==> config.mk <==
export PLATFORM = sky130hd
export DESIGN_NAME = plsc_ctrl
export DESIGN_NICKNAME = d
export VERILOG_FILES = /design/src/plsc_pkg.sv /design/src/plsc_ctrl.sv
export SDC_FILE = /design/constraint.sdc
export NUM_CORES = 1
export LEC_CHECK = 0
export BUFFER_PORTS_ARGS = -buffer_cell sky130_fd_sc_hd__buf_2
export CAP_MARGIN = 20
export CORE_MARGIN = 1.5
export CORE_UTILIZATION = 56
export CTS_BUF_LIST = sky130_fd_sc_hd__clkbuf_2 sky130_fd_sc_hd__clkbuf_4 sky130_fd_sc_hd__clkbuf_8
export CTS_CLUSTER_SIZE = 12
export DETAILED_ROUTE_END_ITERATION = 12
export MAX_ROUTING_LAYER = met4
export PLACE_DENSITY = 0.82
export REMOVE_ABC_BUFFERS = 1
export SLEW_MARGIN = 20
export SYNTH_ARGS = -nofsm -noshare
export SYNTH_HDL_FRONTEND = slang
export SYNTH_SLANG_ARGS = --single-unit
==> constraint.sdc <==
create_clock -name hclk -period 11.08 [get_ports hclk]
set_input_delay 0.554 -clock hclk [delete_from_list [all_inputs] [get_ports hclk]]
set_output_delay 0.554 -clock hclk [all_outputs]
set_load 0.01 [all_outputs]
==> src/plsc_pkg.sv <==
// Package: constants, enums and carriers of the power load shed controller
`default_nettype none
package plsc_pkg;
    // ************************************************************
    // Timing
    // ************************************************************
    localparam int CLK_HZ = 10_000_000;
    localparam int TICK_MS = 1000;
    localparam int TICK_CYCLES = CLK_HZ / 1000 * TICK_MS;
    localparam logic [7:0] STARTUP_SEC = 8'h78;
    localparam logic [7:0] HOLD_SEC = 8'h78;
    localparam int NUM_LOADS = 6;
    // ************************************************************
    // Current limits in amps
    // ************************************************************
    localparam logic [7:0] LIM_SHORE_HI = 8'h1e;
    localparam logic [7:0] LIM_SHORE_LO = 8'h14;
    localparam logic [7:0] LIM_GEN_LO = 8'h2d;
    localparam logic [7:0] LIM_GEN_HI = 8'h3c;
    // ************************************************************
    // Register map
    // ************************************************************
    localparam logic [7:0] OFS_CTRL = 8'h00;
    localparam logic [7:0] OFS_STATUS = 8'h04;
    localparam logic [7:0] OFS_LOADS = 8'h08;
    localparam logic [7:0] OFS_LEARN = 8'h10;
    localparam int CTRL_GEN_EMS_BIT = 0;
    localparam int CTRL_GEN_HI_BIT = 1;
    localparam logic [1:0] CTRL_RESET = 2'h0;
    // ************************************************************
    // Types
    // ************************************************************
    typedef enum logic [1:0] {
        SRC_NONE = 2'b00,
        SRC_SHORE = 2'b01,
        SRC_GEN = 2'b10,
        SRC_SPLIT = 2'b11
    } plsc_src_e;
    typedef enum logic [1:0] {
        ST_DELAY = 2'b00,
        ST_RAMP = 2'b01,
        ST_RUN = 2'b10
    } plsc_state_e;
    typedef enum logic [1:0] {
        MTR_CURRENT = 2'b00,
        MTR_BLANK = 2'b01,
        MTR_SPIN = 2'b10
    } plsc_meter_e;
    typedef struct packed {
        logic line_one_input;
        logic line_two_input;
        logic lines_in_phase;
        logic generator_running_input;
    } plsc_line_s;
    typedef struct packed {
        plsc_meter_e meter_mode;
        logic [7:0] meter_value;
        logic [2:0] spin_phase;
        logic led_gen;
        logic led_fifty;
        logic led_thirty_twenty;
        logic [5:0] power_leds;
    } plsc_display_s;
endpackage
`default_nettype wire

==> src/plsc_ctrl.sv <==
// Power load shed controller: source sensing, load sequencing, shedding, AHB-Lite registers
//
// The address map and the AHB-Lite register port were left to the implementer.
`timescale 1ns/1ns
`default_nettype none
// How it works
// - Manage loads only without split-phase service
// - Split-phase service: all relays closed after the ramp
// - Shed loads when neutral current exceeds limit
// - Six load outputs, four line, two low-voltage
// - Two-minute all-off delay after power-up
// - Source change drops loads, restarts delay
// - Meter shows rotating segments during delay
// - After delay, loads on one per second
// - Generator input classifies generator service
// - Split-phase: blank meter, all lights, service LED only while the generator input is low
// - Same phase plus generator: current, generator LED
// - Generator, management off: all loads, all lights
// - Single phase, no generator: 30 A shore
// - Button toggles 20 A limit on shore
// - Link good lit, link fault dark
// - Shed in table order, learn each drop
// - Hold shed load two minutes, flash, restore
// - Restore last shed when headroom covers learned
module plsc_ctrl #(
    parameter int TICK_CYCLES = plsc_pkg::TICK_CYCLES
) (
    input wire logic hclk,
    input wire logic hresetn,
    input wire logic hsel,
    input wire logic [31:0] haddr,
    input wire logic [1:0] htrans,
    input wire logic hwrite,
    input wire logic [2:0] hsize,
    input wire logic [31:0] hwdata,
    input wire logic hready,
    output logic [31:0] hrdata,
    output logic hreadyout,
    output logic hresp,
    input wire plsc_pkg::plsc_line_s lines,
    input wire logic [7:0] current_amps,
    input wire logic service_select_pulse,
    output logic [5:0] relay_drive,
    output plsc_pkg::plsc_display_s display,
    output logic link_good_indicator,
    output logic link_fault_indicator
);
    import plsc_pkg::*;

    // ************************************************************
    // Functions
    // ************************************************************
    function automatic plsc_src_e classify(input plsc_line_s s);
        if (!s.line_one_input && !s.line_two_input) begin
            classify = SRC_NONE;
        end else if (s.line_one_input && s.line_two_input && !s.lines_in_phase) begin
            classify = SRC_SPLIT;
        end else if (s.generator_running_input) begin
            classify = SRC_GEN;
        end else begin
            classify = SRC_SHORE;
        end
    endfunction

    // ************************************************************
    // State
    // ************************************************************
    logic [23:0] tick_cnt_reg;
    logic tick_reg;
    logic blink_reg;
    plsc_src_e src_reg;
    plsc_src_e src_next;
    logic src_change;
    plsc_state_e state_reg;
    logic [7:0] sec_reg;
    logic [2:0] ramp_idx_reg;
    logic [5:0] relay_reg;
    logic [2:0] shed_cnt_reg;
    logic limit20_reg;
    logic [1:0] ctrl_reg;
    logic [7:0] hold_reg [NUM_LOADS];
    logic [7:0] learn_reg [NUM_LOADS];
    logic learn_pend_reg;
    logic [2:0] learn_idx_reg;
    logic [7:0] before_reg;
    logic managed;
    logic [7:0] limit;
    logic over;
    logic [7:0] headroom;
    logic [2:0] top_idx;
    logic wr_pend_reg;
    logic [7:0] wr_addr_reg;

    assign src_next = classify(lines);
    assign src_change = src_next != src_reg;
    assign managed = (src_reg == SRC_SHORE) || (src_reg == SRC_GEN && ctrl_reg[CTRL_GEN_EMS_BIT]);
    assign over = current_amps > limit;
    assign headroom = over ? 8'h00 : limit - current_amps;
    assign top_idx = shed_cnt_reg - 3'h1;

    always_comb begin
        if (src_reg == SRC_GEN) begin
            limit = ctrl_reg[CTRL_GEN_HI_BIT] ? LIM_GEN_HI : LIM_GEN_LO;
        end else begin
            limit = limit20_reg ? LIM_SHORE_LO : LIM_SHORE_HI;
        end
    end

    // ************************************************************
    // Timebase
    // ************************************************************
    always_ff @(posedge hclk or negedge hresetn) begin
        if (!hresetn) begin
            tick_cnt_reg <= 24'h000000;
            tick_reg <= 1'b0;
            blink_reg <= 1'b0;
        end else if (tick_cnt_reg == 24'(TICK_CYCLES - 1)) begin
            tick_cnt_reg <= 24'h000000;
            tick_reg <= 1'b1;
            blink_reg <= !blink_reg;
        end else begin
            tick_cnt_reg <= tick_cnt_reg + 24'h000001;
            tick_reg <= 1'b0;
        end
    end

    // ************************************************************
    // Source and sequencing
    // ************************************************************
    always_ff @(posedge hclk or negedge hresetn) begin
        if (!hresetn) begin
            src_reg <= SRC_NONE;
        end else begin
            src_reg <= src_next;
        end
    end

    // Reset and source change both land in the delay state
    always_ff @(posedge hclk or negedge hresetn) begin
        if (!hresetn) begin
            state_reg <= ST_DELAY;
            sec_reg <= 8'h00;
            ramp_idx_reg <= 3'h0;
        end else if (src_change || src_reg == SRC_NONE) begin
            state_reg <= ST_DELAY;
            sec_reg <= 8'h00;
            ramp_idx_reg <= 3'h0;
        end else begin
            case (state_reg)
                ST_DELAY: begin
                    if (tick_reg && sec_reg == STARTUP_SEC - 8'h01) begin
                        state_reg <= ST_RAMP;
                    end else if (tick_reg) begin
                        sec_reg <= sec_reg + 8'h01;
                    end
                end
                ST_RAMP: begin
                    if (tick_reg) begin
                        ramp_idx_reg <= ramp_idx_reg + 3'h1;
                        if (ramp_idx_reg == 3'(NUM_LOADS - 1)) begin
                            state_reg <= ST_RUN;
                        end
                    end
                end
                default: begin
                    state_reg <= ST_RUN;
                end
            endcase
        end
    end

    always_ff @(posedge hclk or negedge hresetn) begin
        if (!hresetn) begin
            limit20_reg <= 1'b0;
        end else if (src_change || src_reg != SRC_SHORE) begin
            limit20_reg <= 1'b0;
        end else if (service_select_pulse) begin
            limit20_reg <= !limit20_reg;
        end
    end

    // ************************************************************
    // Relays, shedding and restore
    // ************************************************************
    // One shed or restore per tick so the next tick sees the settled current
    always_ff @(posedge hclk or negedge hresetn) begin
        if (!hresetn) begin
            relay_reg <= 6'h00;
            shed_cnt_reg <= 3'h0;
            learn_pend_reg <= 1'b0;
            learn_idx_reg <= 3'h0;
            before_reg <= 8'h00;
            for (int i = 0; i < NUM_LOADS; i++) begin
                hold_reg[i] <= 8'h00;
            end
        end else if (src_change || src_reg == SRC_NONE || state_reg == ST_DELAY) begin
            relay_reg <= 6'h00;
            shed_cnt_reg <= 3'h0;
            learn_pend_reg <= 1'b0;
            for (int i = 0; i < NUM_LOADS; i++) begin
                hold_reg[i] <= 8'h00;
            end
        end else if (state_reg == ST_RAMP) begin
            if (tick_reg) begin
                relay_reg[ramp_idx_reg] <= 1'b1;
            end
        end else if (!managed) begin
            relay_reg <= 6'h3f;
            shed_cnt_reg <= 3'h0;
            learn_pend_reg <= 1'b0;
            for (int i = 0; i < NUM_LOADS; i++) begin
                hold_reg[i] <= 8'h00;
            end
        end else if (tick_reg) begin
            for (int i = 0; i < NUM_LOADS; i++) begin
                if (hold_reg[i] != 8'h00) begin
                    hold_reg[i] <= hold_reg[i] - 8'h01;
                end
            end
            learn_pend_reg <= 1'b0;
            if (over && shed_cnt_reg != 3'(NUM_LOADS)) begin
                relay_reg[shed_cnt_reg] <= 1'b0;
                hold_reg[shed_cnt_reg] <= HOLD_SEC;
                learn_idx_reg <= shed_cnt_reg;
                before_reg <= current_amps;
                learn_pend_reg <= 1'b1;
                shed_cnt_reg <= shed_cnt_reg + 3'h1;
            end else if (!over && shed_cnt_reg != 3'h0 && hold_reg[top_idx] == 8'h00
                         && headroom >= learn_reg[top_idx]) begin
                relay_reg[top_idx] <= 1'b1;
                shed_cnt_reg <= top_idx;
            end
        end
    end

    always_ff @(posedge hclk or negedge hresetn) begin
        if (!hresetn) begin
            for (int i = 0; i < NUM_LOADS; i++) begin
                learn_reg[i] <= 8'h00;
            end
        end else if (tick_reg && learn_pend_reg) begin
            learn_reg[learn_idx_reg] <= (before_reg > current_amps) ? before_reg - current_amps : 8'h00;
        end
    end

    // ************************************************************
    // Display and indicators
    // ************************************************************
    always_ff @(posedge hclk or negedge hresetn) begin
        if (!hresetn) begin
            display <= '0;
            link_good_indicator <= 1'b0;
            link_fault_indicator <= 1'b0;
        end else begin
            link_good_indicator <= 1'b1;
            link_fault_indicator <= 1'b0;
            display.meter_value <= current_amps;
            if (tick_reg) begin
                display.spin_phase <= (display.spin_phase == 3'h5) ? 3'h0 : display.spin_phase + 3'h1;
            end
            if (state_reg == ST_DELAY) begin
                display.meter_mode <= MTR_SPIN;
            end else if (src_reg == SRC_SPLIT) begin
                display.meter_mode <= MTR_BLANK;
            end else begin
                display.meter_mode <= MTR_CURRENT;
            end
            display.led_gen <= lines.generator_running_input && src_reg != SRC_NONE;
            display.led_fifty <= src_reg == SRC_SPLIT && !lines.generator_running_input;
            display.led_thirty_twenty <= src_reg == SRC_SHORE;
            if (state_reg == ST_RUN && !managed) begin
                display.power_leds <= 6'h3f;
            end else begin
                for (int i = 0; i < NUM_LOADS; i++) begin
                    display.power_leds[i] <= relay_reg[i]
                        || (hold_reg[i] != 8'h00 && headroom >= learn_reg[i] && blink_reg);
                end
            end
        end
    end

    assign relay_drive = relay_reg;

    // ************************************************************
    // AHB-Lite slave, zero wait states
    // ************************************************************
    always_ff @(posedge hclk or negedge hresetn) begin
        if (!hresetn) begin
            hrdata <= 32'h00000000;
            hreadyout <= 1'b0;
            hresp <= 1'b0;
            wr_pend_reg <= 1'b0;
            wr_addr_reg <= 8'h00;
        end else begin
            hreadyout <= 1'b1;
            hresp <= 1'b0;
            wr_pend_reg <= hsel && htrans[1] && hready && hwrite;
            wr_addr_reg <= haddr[7:0];
            hrdata <= 32'h00000000;
            if (hsel && htrans[1] && hready && !hwrite) begin
                if (haddr[7:0] == OFS_CTRL) begin
                    hrdata <= {30'h00000000, ctrl_reg};
                end else if (haddr[7:0] == OFS_STATUS) begin
                    hrdata <= {18'h00000, limit20_reg, over, state_reg, src_reg, current_amps};
                end else if (haddr[7:0] == OFS_LOADS) begin
                    hrdata <= {21'h000000, shed_cnt_reg, 2'h0, relay_reg};
                end else if (haddr[7:0] >= OFS_LEARN && haddr[7:0] < OFS_LEARN + 8'h18) begin
                    hrdata <= {24'h000000, learn_reg[3'((haddr[7:0] - OFS_LEARN) >> 2)]};
                end
            end
        end
    end

    always_ff @(posedge hclk or negedge hresetn) begin
        if (!hresetn) begin
            ctrl_reg <= CTRL_RESET;
        end else if (wr_pend_reg && wr_addr_reg == OFS_CTRL) begin
            ctrl_reg <= hwdata[1:0];
        end
    end

    // ************************************************************
    // Assertions
    // ************************************************************
    split_all_on_a: assert property (@(posedge hclk) disable iff (!hresetn)
        (state_reg == ST_RUN && src_reg == SRC_SPLIT && !src_change) |=> relay_drive == 6'h3f)
        else $error("split service left a load off");
    delay_off_a: assert property (@(posedge hclk) disable iff (!hresetn)
        state_reg == ST_DELAY |-> relay_drive == 6'h00)
        else $error("load on during start-up delay");
    change_drop_a: assert property (@(posedge hclk) disable iff (!hresetn)
        src_change |=> relay_drive == 6'h00 && state_reg == ST_DELAY && sec_reg == 8'h00)
        else $error("source change did not restart delay");
    delay_spin_a: assert property (@(posedge hclk) disable iff (!hresetn)
        (state_reg == ST_DELAY && $past(hresetn)) |=> display.meter_mode == MTR_SPIN)
        else $error("meter not spinning in delay");
    ramp_step_a: assert property (@(posedge hclk) disable iff (!hresetn)
        (state_reg == ST_RAMP && !src_change) |=>
        $countones(relay_drive) == $countones($past(relay_drive)) + ($past(tick_reg) ? 1 : 0))
        else $error("ramp did not add exactly one load per second");
    shed_one_a: assert property (@(posedge hclk) disable iff (!hresetn)
        (state_reg == ST_RUN && managed && tick_reg && over && shed_cnt_reg != 3'h6 && !src_change) |=>
        $countones(relay_drive) + 1 == $countones($past(relay_drive)))
        else $error("overload did not shed one load");
    hold_off_a: assert property (@(posedge hclk) disable iff (!hresetn)
        hold_reg[0] != 8'h00 |-> !relay_drive[0])
        else $error("held load energised");
    no_room_a: assert property (@(posedge hclk) disable iff (!hresetn)
        (state_reg == ST_RUN && managed && tick_reg && !over && shed_cnt_reg != 3'h0
         && headroom < learn_reg[top_idx] && !src_change) |=> $stable(relay_drive))
        else $error("load restored without headroom");
    lim20_a: assert property (@(posedge hclk) disable iff (!hresetn)
        (src_reg == SRC_SHORE && limit20_reg) |-> limit == 8'h14)
        else $error("lowered shore limit not 20 A");
    link_ok_a: assert property (@(posedge hclk) disable iff (!hresetn)
        $past(hresetn) |-> link_good_indicator && !link_fault_indicator)
        else $error("link indicators wrong");
    tick_pulse_a: assert property (@(posedge hclk) disable iff (!hresetn)
        tick_reg |=> !tick_reg)
        else $error("tick longer than one cycle");
    ramp_done_c: cover property (@(posedge hclk) disable iff (!hresetn)
        state_reg == ST_RAMP ##1 state_reg == ST_RUN);
    shed_c: cover property (@(posedge hclk) disable iff (!hresetn) learn_pend_reg && tick_reg);
    restore_c: cover property (@(posedge hclk) disable iff (!hresetn)
        state_reg == ST_RUN && managed && $rose(relay_drive[0]));
    split_c: cover property (@(posedge hclk) disable iff (!hresetn)
        src_reg == SRC_SPLIT && state_reg == ST_RUN);
endmodule
`default_nettype wire

== Word-level counts from Yosys, hierarchy flattened ==
Index checks and enable logic that the tools add are counted.
Word-level totals
  register bits: 225
  output and inout port bits: 64
  word-level logic and storage cells: 296
  input bits: 87
Cells by class
  multiplexer cells: 106
  add/sub/neg operators: 15
  reductions and logical operators: 79
  equality and inequality tests: 23
  bitwise operators: 13
  order comparisons: 23
Operator list (count)
  $mux 8: 45
  $mux 48: 5
  $bmux 8 s3: 3
  $ge 8x8->1: 7
  $mux 6: 9
  $bwmux 48: 1
  $demux 8 s3: 2
  $reduce_bool 8->1: 6
  $sub 8x1->8 const B: 6
  $mux 14: 3
  $logic_and 1x1->1: 36
  $mux 3: 10
  $add 24x1->24 const B: 1
  $and 24x24->24: 1
  $eq 24x24->1 const B: 1
  $logic_not 8->1: 3
  $mux 24: 1
  $not 24->24: 1
  $or 24x24->24: 1
  $ge 4x4->1 const B: 4
  $gt 8x8->1: 2
  $mux 2: 8
  $not 3->4: 4
  $sub 8x8->8: 2
  other kinds (40): 97

== Logic depth before layout (Yosys ltp) ==
  word-level depth: 14
  depth in mapped cells: 20
  mapped depth without buffers: 18

== Worst setup path before layout ==
OpenSTA, ideal clock, no wires.
  path kind: reg-to-reg
  from: reg src_reg[1]
  to: reg relay_reg[1] (netlist: relay_drive[1])
  stages on the path, launching flop included: 21
  setup slack: 6.829 ns
  period minus slack after synthesis: 4.251 ns
  data arrival time: 4.133 ns
  library setup time: 0.119 ns
  buffers on the path: 3
  data required time: 10.961 ns
  path through: dfrtp_1 nor2b_1 buf_6 nand2b_1 ha_1 fa_1 nand3b_1 a221oi_2 buf_6 or2_1 buf_2 nor2_1 ha_1 a21o_1 a21o_1 a211o_1 nor2_1 nand4_1 a311oi_2 nor2_1 o21a_1
Between the ends
  word-level cells in the longest chain between the ends: 9
  elaborated cells between the ends (all ways): 27
  those cells by class: 1 x add/sub; 2 x order compare; 6 x eq/ne; 7 x mux; 11 x reduce/logical
Ends and longest elaborated chain
  start: declaration: RTL line plsc_ctrl.sv:71  | plsc_src_e src_reg;
  start signal: assignment: RTL line plsc_ctrl.sv:134  | src_reg <= src_next;
  parallel branches: the longest is 9 deep, another holds $sub 8x8->8
  end signal: assignment: RTL line plsc_ctrl.sv:197  | relay_reg <= 6'h00;
  end signal: indexed assignment: RTL line plsc_ctrl.sv:205  | relay_reg[ramp_idx_reg] <= 1'b1;
  end signal: assignment: RTL line plsc_ctrl.sv:208  | relay_reg <= 6'h3f;
  end: declaration: RTL line plsc_ctrl.sv:77  | logic [5:0] relay_reg;
Several ways; the timed one is not identified. The select of a mux whose other input is x is not followed.
A chain may end at the register's enable or synchronous reset.

== Worst setup path after layout ==
Same ends and word-level chain as after synthesis.

==> results_dict.tcl <==
set metrics [dict create \
    status "completed" \
    holdBufCountCts 0 \
    cp_slowest_stage_delay_ns 0.64 \
    synth_mux_area_share_pct 6.59 \
    grt_pass1_vias 10200 \
    post_cts_buffers 0 \
    finalNetCount 1563 \
    num_rows 54 \
    relSlewSlack_pct 23.8 \
    fin_cells 1704 \
    fin_ws_ns 5.64 \
    first_pass_iters 6 \
    ys_async_sr_fraction_pct 100 \
    grt.busiest_layer "met2" \
    finalWirelength_mm 31.9 \
    cp_top_family "simple AND/OR/NAND/NOR gates" \
    use_met2_pct 42.9 \
    drcViolationCount 0 \
    coreArea_mm2 0.0218 \
    preCtsSetupSlack_ns 5.75 \
    cts-root-buf "clkbuf_8" \
    clock_latency_ns 0.55 \
    skew_ns 0.0243 \
    via_per_inst 6.19 \
    cts_resized 0 \
    cp_common_cell "nor2_1" \
    antenna_found_initial 0 \
    fmax_ghz 0.184 \
    initial_utilization_pct 57.0 \
    fin_util_pct 63.2 \
    p_per_area_mw_per_mm2 122 \
    h-tree-depth 2 \
    cp_cell_sequence "nor2b_1 -> nand2b_1 -> ha_1 -> fa_1 -> nand3b_1 -> a221oi_2 -> or2_1 -> nor2_1 -> ha_1 -> a21o_1 -> a21o_1 -> a211o_1 -> nor2_1 -> nand4_1 -> a311oi_2 -> nor2_1 -> o21a_1" \
    die_h_um 152 \
    io_buffers 72 \
    tns_ns 0 \
    grt.met3_usage_pct 6.47 \
    layout_common_cells "207 x dfrtp_1, 125 x nand2_1, 110 x nor2_1" \
    dp_hpwl_mm 22.2 \
    crit_required_ns 11.51 \
    seqCellArea_mm2 0.00518 \
    p_total_w 0.00167 \
    clkSlewWorstSetupHoldPaths_ns 0.06 \
    critical_path.max_fanout 11 \
    ant_nets 0 \
    dp_cells 1636 \
    synth_edf_count 0 \
    ys_seq_area_share_pct 41.8 \
    syn_area_mm2 0.0124 \
    r2r_cells 17 \
    critPathLaunchType "flip-flop" \
    synth_compound_area_share_pct 18.0 \
    synth_ff_type "dfrtp_1" \
    synth_xor_area_share_pct 3.26 \
    ioPinCount 151 \
    fin_crit_sh_pct 49.1 \
    setup_viol 0 \
    grt-ovfl-total 0 \
    cts_tree "done" \
    yosys.area_share.simple_pct 16.2 \
    nFillCells 1773 \
    rsz0062_at_grt "false" \
    cts_buffer_depth 3 \
    syn_avg_cell_area_um2 9.39 \
    ys_types 88 \
    maxCapViolCount 0 \
    grt_first_pass_wirelength_mm 52.1 \
    synth_top_area_share_pct 41.8 \
    cts.sinks 207 \
    ys_ff_latch 207 \
    tightest_slew_ns 1.14 \
    die_w_um 152 \
    period_needed_ns 5.44 \
    layout-drive-gt1-share_pct 15.2 \
    min_path_type "input port to async pin" \
    worstPathArrival_ns 5.87 \
    grt_util_all_layers_pct 28.4 \
    hold_viol 0 \
    synthToLayoutAreaGrowth_pct 10.9 \
    synth_top_family_by_area "compound AO/OA/AOI/OAI gates" \
    yosys.area.top_type "dfrtp_1" \
    gp_congestion 0.948 \
    diodes 0 \
    met1_usage_pct 37.4 \
    layout_commonest_cell "dfrtp_1" \
    max-vdd-ir-drop_mv 0.0693 \
    vias 10500 \
    synthAdderAreaFrac_pct 8.44 \
    leakagePower_nw 6.45 \
    path_buf_inv 0 \
    cts_buffers 38 \
    grt_max_degree 76 \
    multiInputGateArea_mm2 0.00662 \
    final_max_slew_viol_count 0 \
    worst-path-stages 17 \
    synth_cells 1320 \
    fp.dieArea_mm2 0.0230 \
    routedWlPerCell_um 18.7 \
    path_class "flip-flop to flip-flop" \
    ys_warn_count 0 \
    critPathSlowestCell "nor2_1" \
    cp-end-kind "flip-flop" \
    synth.area.top_cells "dfrtp_1 42%, ha_1 7.9%, nand2_1 3.8%" \
    dr.first_iter.drc_count 969 \
]
-- synthesized netlist by cell type (all sizes together), types with 7 or more instances --
cell and count:
nor4 10, xor2 21, mux4 10, nand2b 15, and3 14, a21oi 49
mux2i 22, nor2b 12, inv 83, ha 78, a31oi 14, nand4 11
xnor2 23, or2 7, o21bai 8, clkbuf 35, nor3 34, a22o 8
o21a 10, mux2 33, nor2 110, o21ai 140, nand3 37, o22ai 8
buf 39, nand2 125, o31ai 30, a21o 16, or3 10, dfrtp 207
-- final cells by class --
class,instances,area share [%]
repair buffers,84,3.34
multi-input cells,981,48.1
clock buffers,56,5.15
flip-flops and latches,207,37.7
well taps,280,2.55
inverters,84,2.29
clock inverters,12,0.883
-- power breakdown --
group / total, W / internal, W / leakage [nW] / switching (W)
sequential: 0.000764 / 0.000761 / 2.73 / 0.00000299
combinational: 0.000114 / 0.0000365 / 3.29 / 0.0000775
clock: 0.000793 / 0.000459 / 0.433 / 0.000334
total: 0.00167 / 0.00126 / 6.45 / 0.000414
-- path summary, 6_finish.rpt --
| kind | start | endpoint | slack, ns |
|---|---|---|---|
| max in group asynchronous | hresetn | learn_reg[36]$_DFFE_PN0P_ | 9.68 |
| worst min register to register | tick_cnt_reg[4]$_DFF_PN0_ | tick_cnt_reg[4]$_DFF_PN0_ | 0.47 |
| worst max register to register | src_reg[1]$_DFF_PN0_ | relay_drive[1]$_DFFE_PN0P_ | 5.64 |
| min in group hclk | haddr[1] | wr_addr_reg[1]$_DFF_PN0_ | 0.13 |
| worst min-delay path | hresetn | hold_reg[32]$_DFFE_PN0P_ | 0.004 |
| worst max-delay path | src_reg[1]$_DFF_PN0_ | relay_drive[1]$_DFFE_PN0P_ | 5.64 |
-- metrics by stage --
stage | hold WS [ns] | instance area (um2)
final | 0.00361 | 13800
after global routing | 0.0349 | 13800
after CTS | 0.0113 | 13700
after detailed placement | 0.463 | 12900
after global placement | 0.457 | 12900
after floorplan | 0.258 | 12100
-- worst register-to-register path, delay by kind of cell, from the launching register on --
family,cells,cell delay [ns]
and+or+nand+nor,8,2.27
adders and majority gates,3,1.03
DFF,1,0.49
AOI/OAI and AO/OA,6,1.55
-- metal layers --
layer | wire length [um] | vias up
met5 | 0 | -
met4 | 1020 | 0
met3 | 3130 | 99
met2 | 14400 | 527
met1 | 13400 | 5076
li1 | - | 4842
-- kinds of logic after synthesis --
family                   Yosys count
AO/OA/AOI/OAI                    343
adder cells (fa/ha/maj)           83
AND/OR/NAND/NOR                  418
flip-flops                       207
other                              2
buffers and inverters            158
multiplexers                      65
XOR/XNOR                          44
Note: power is estimated with default switching activity, not from simulation.
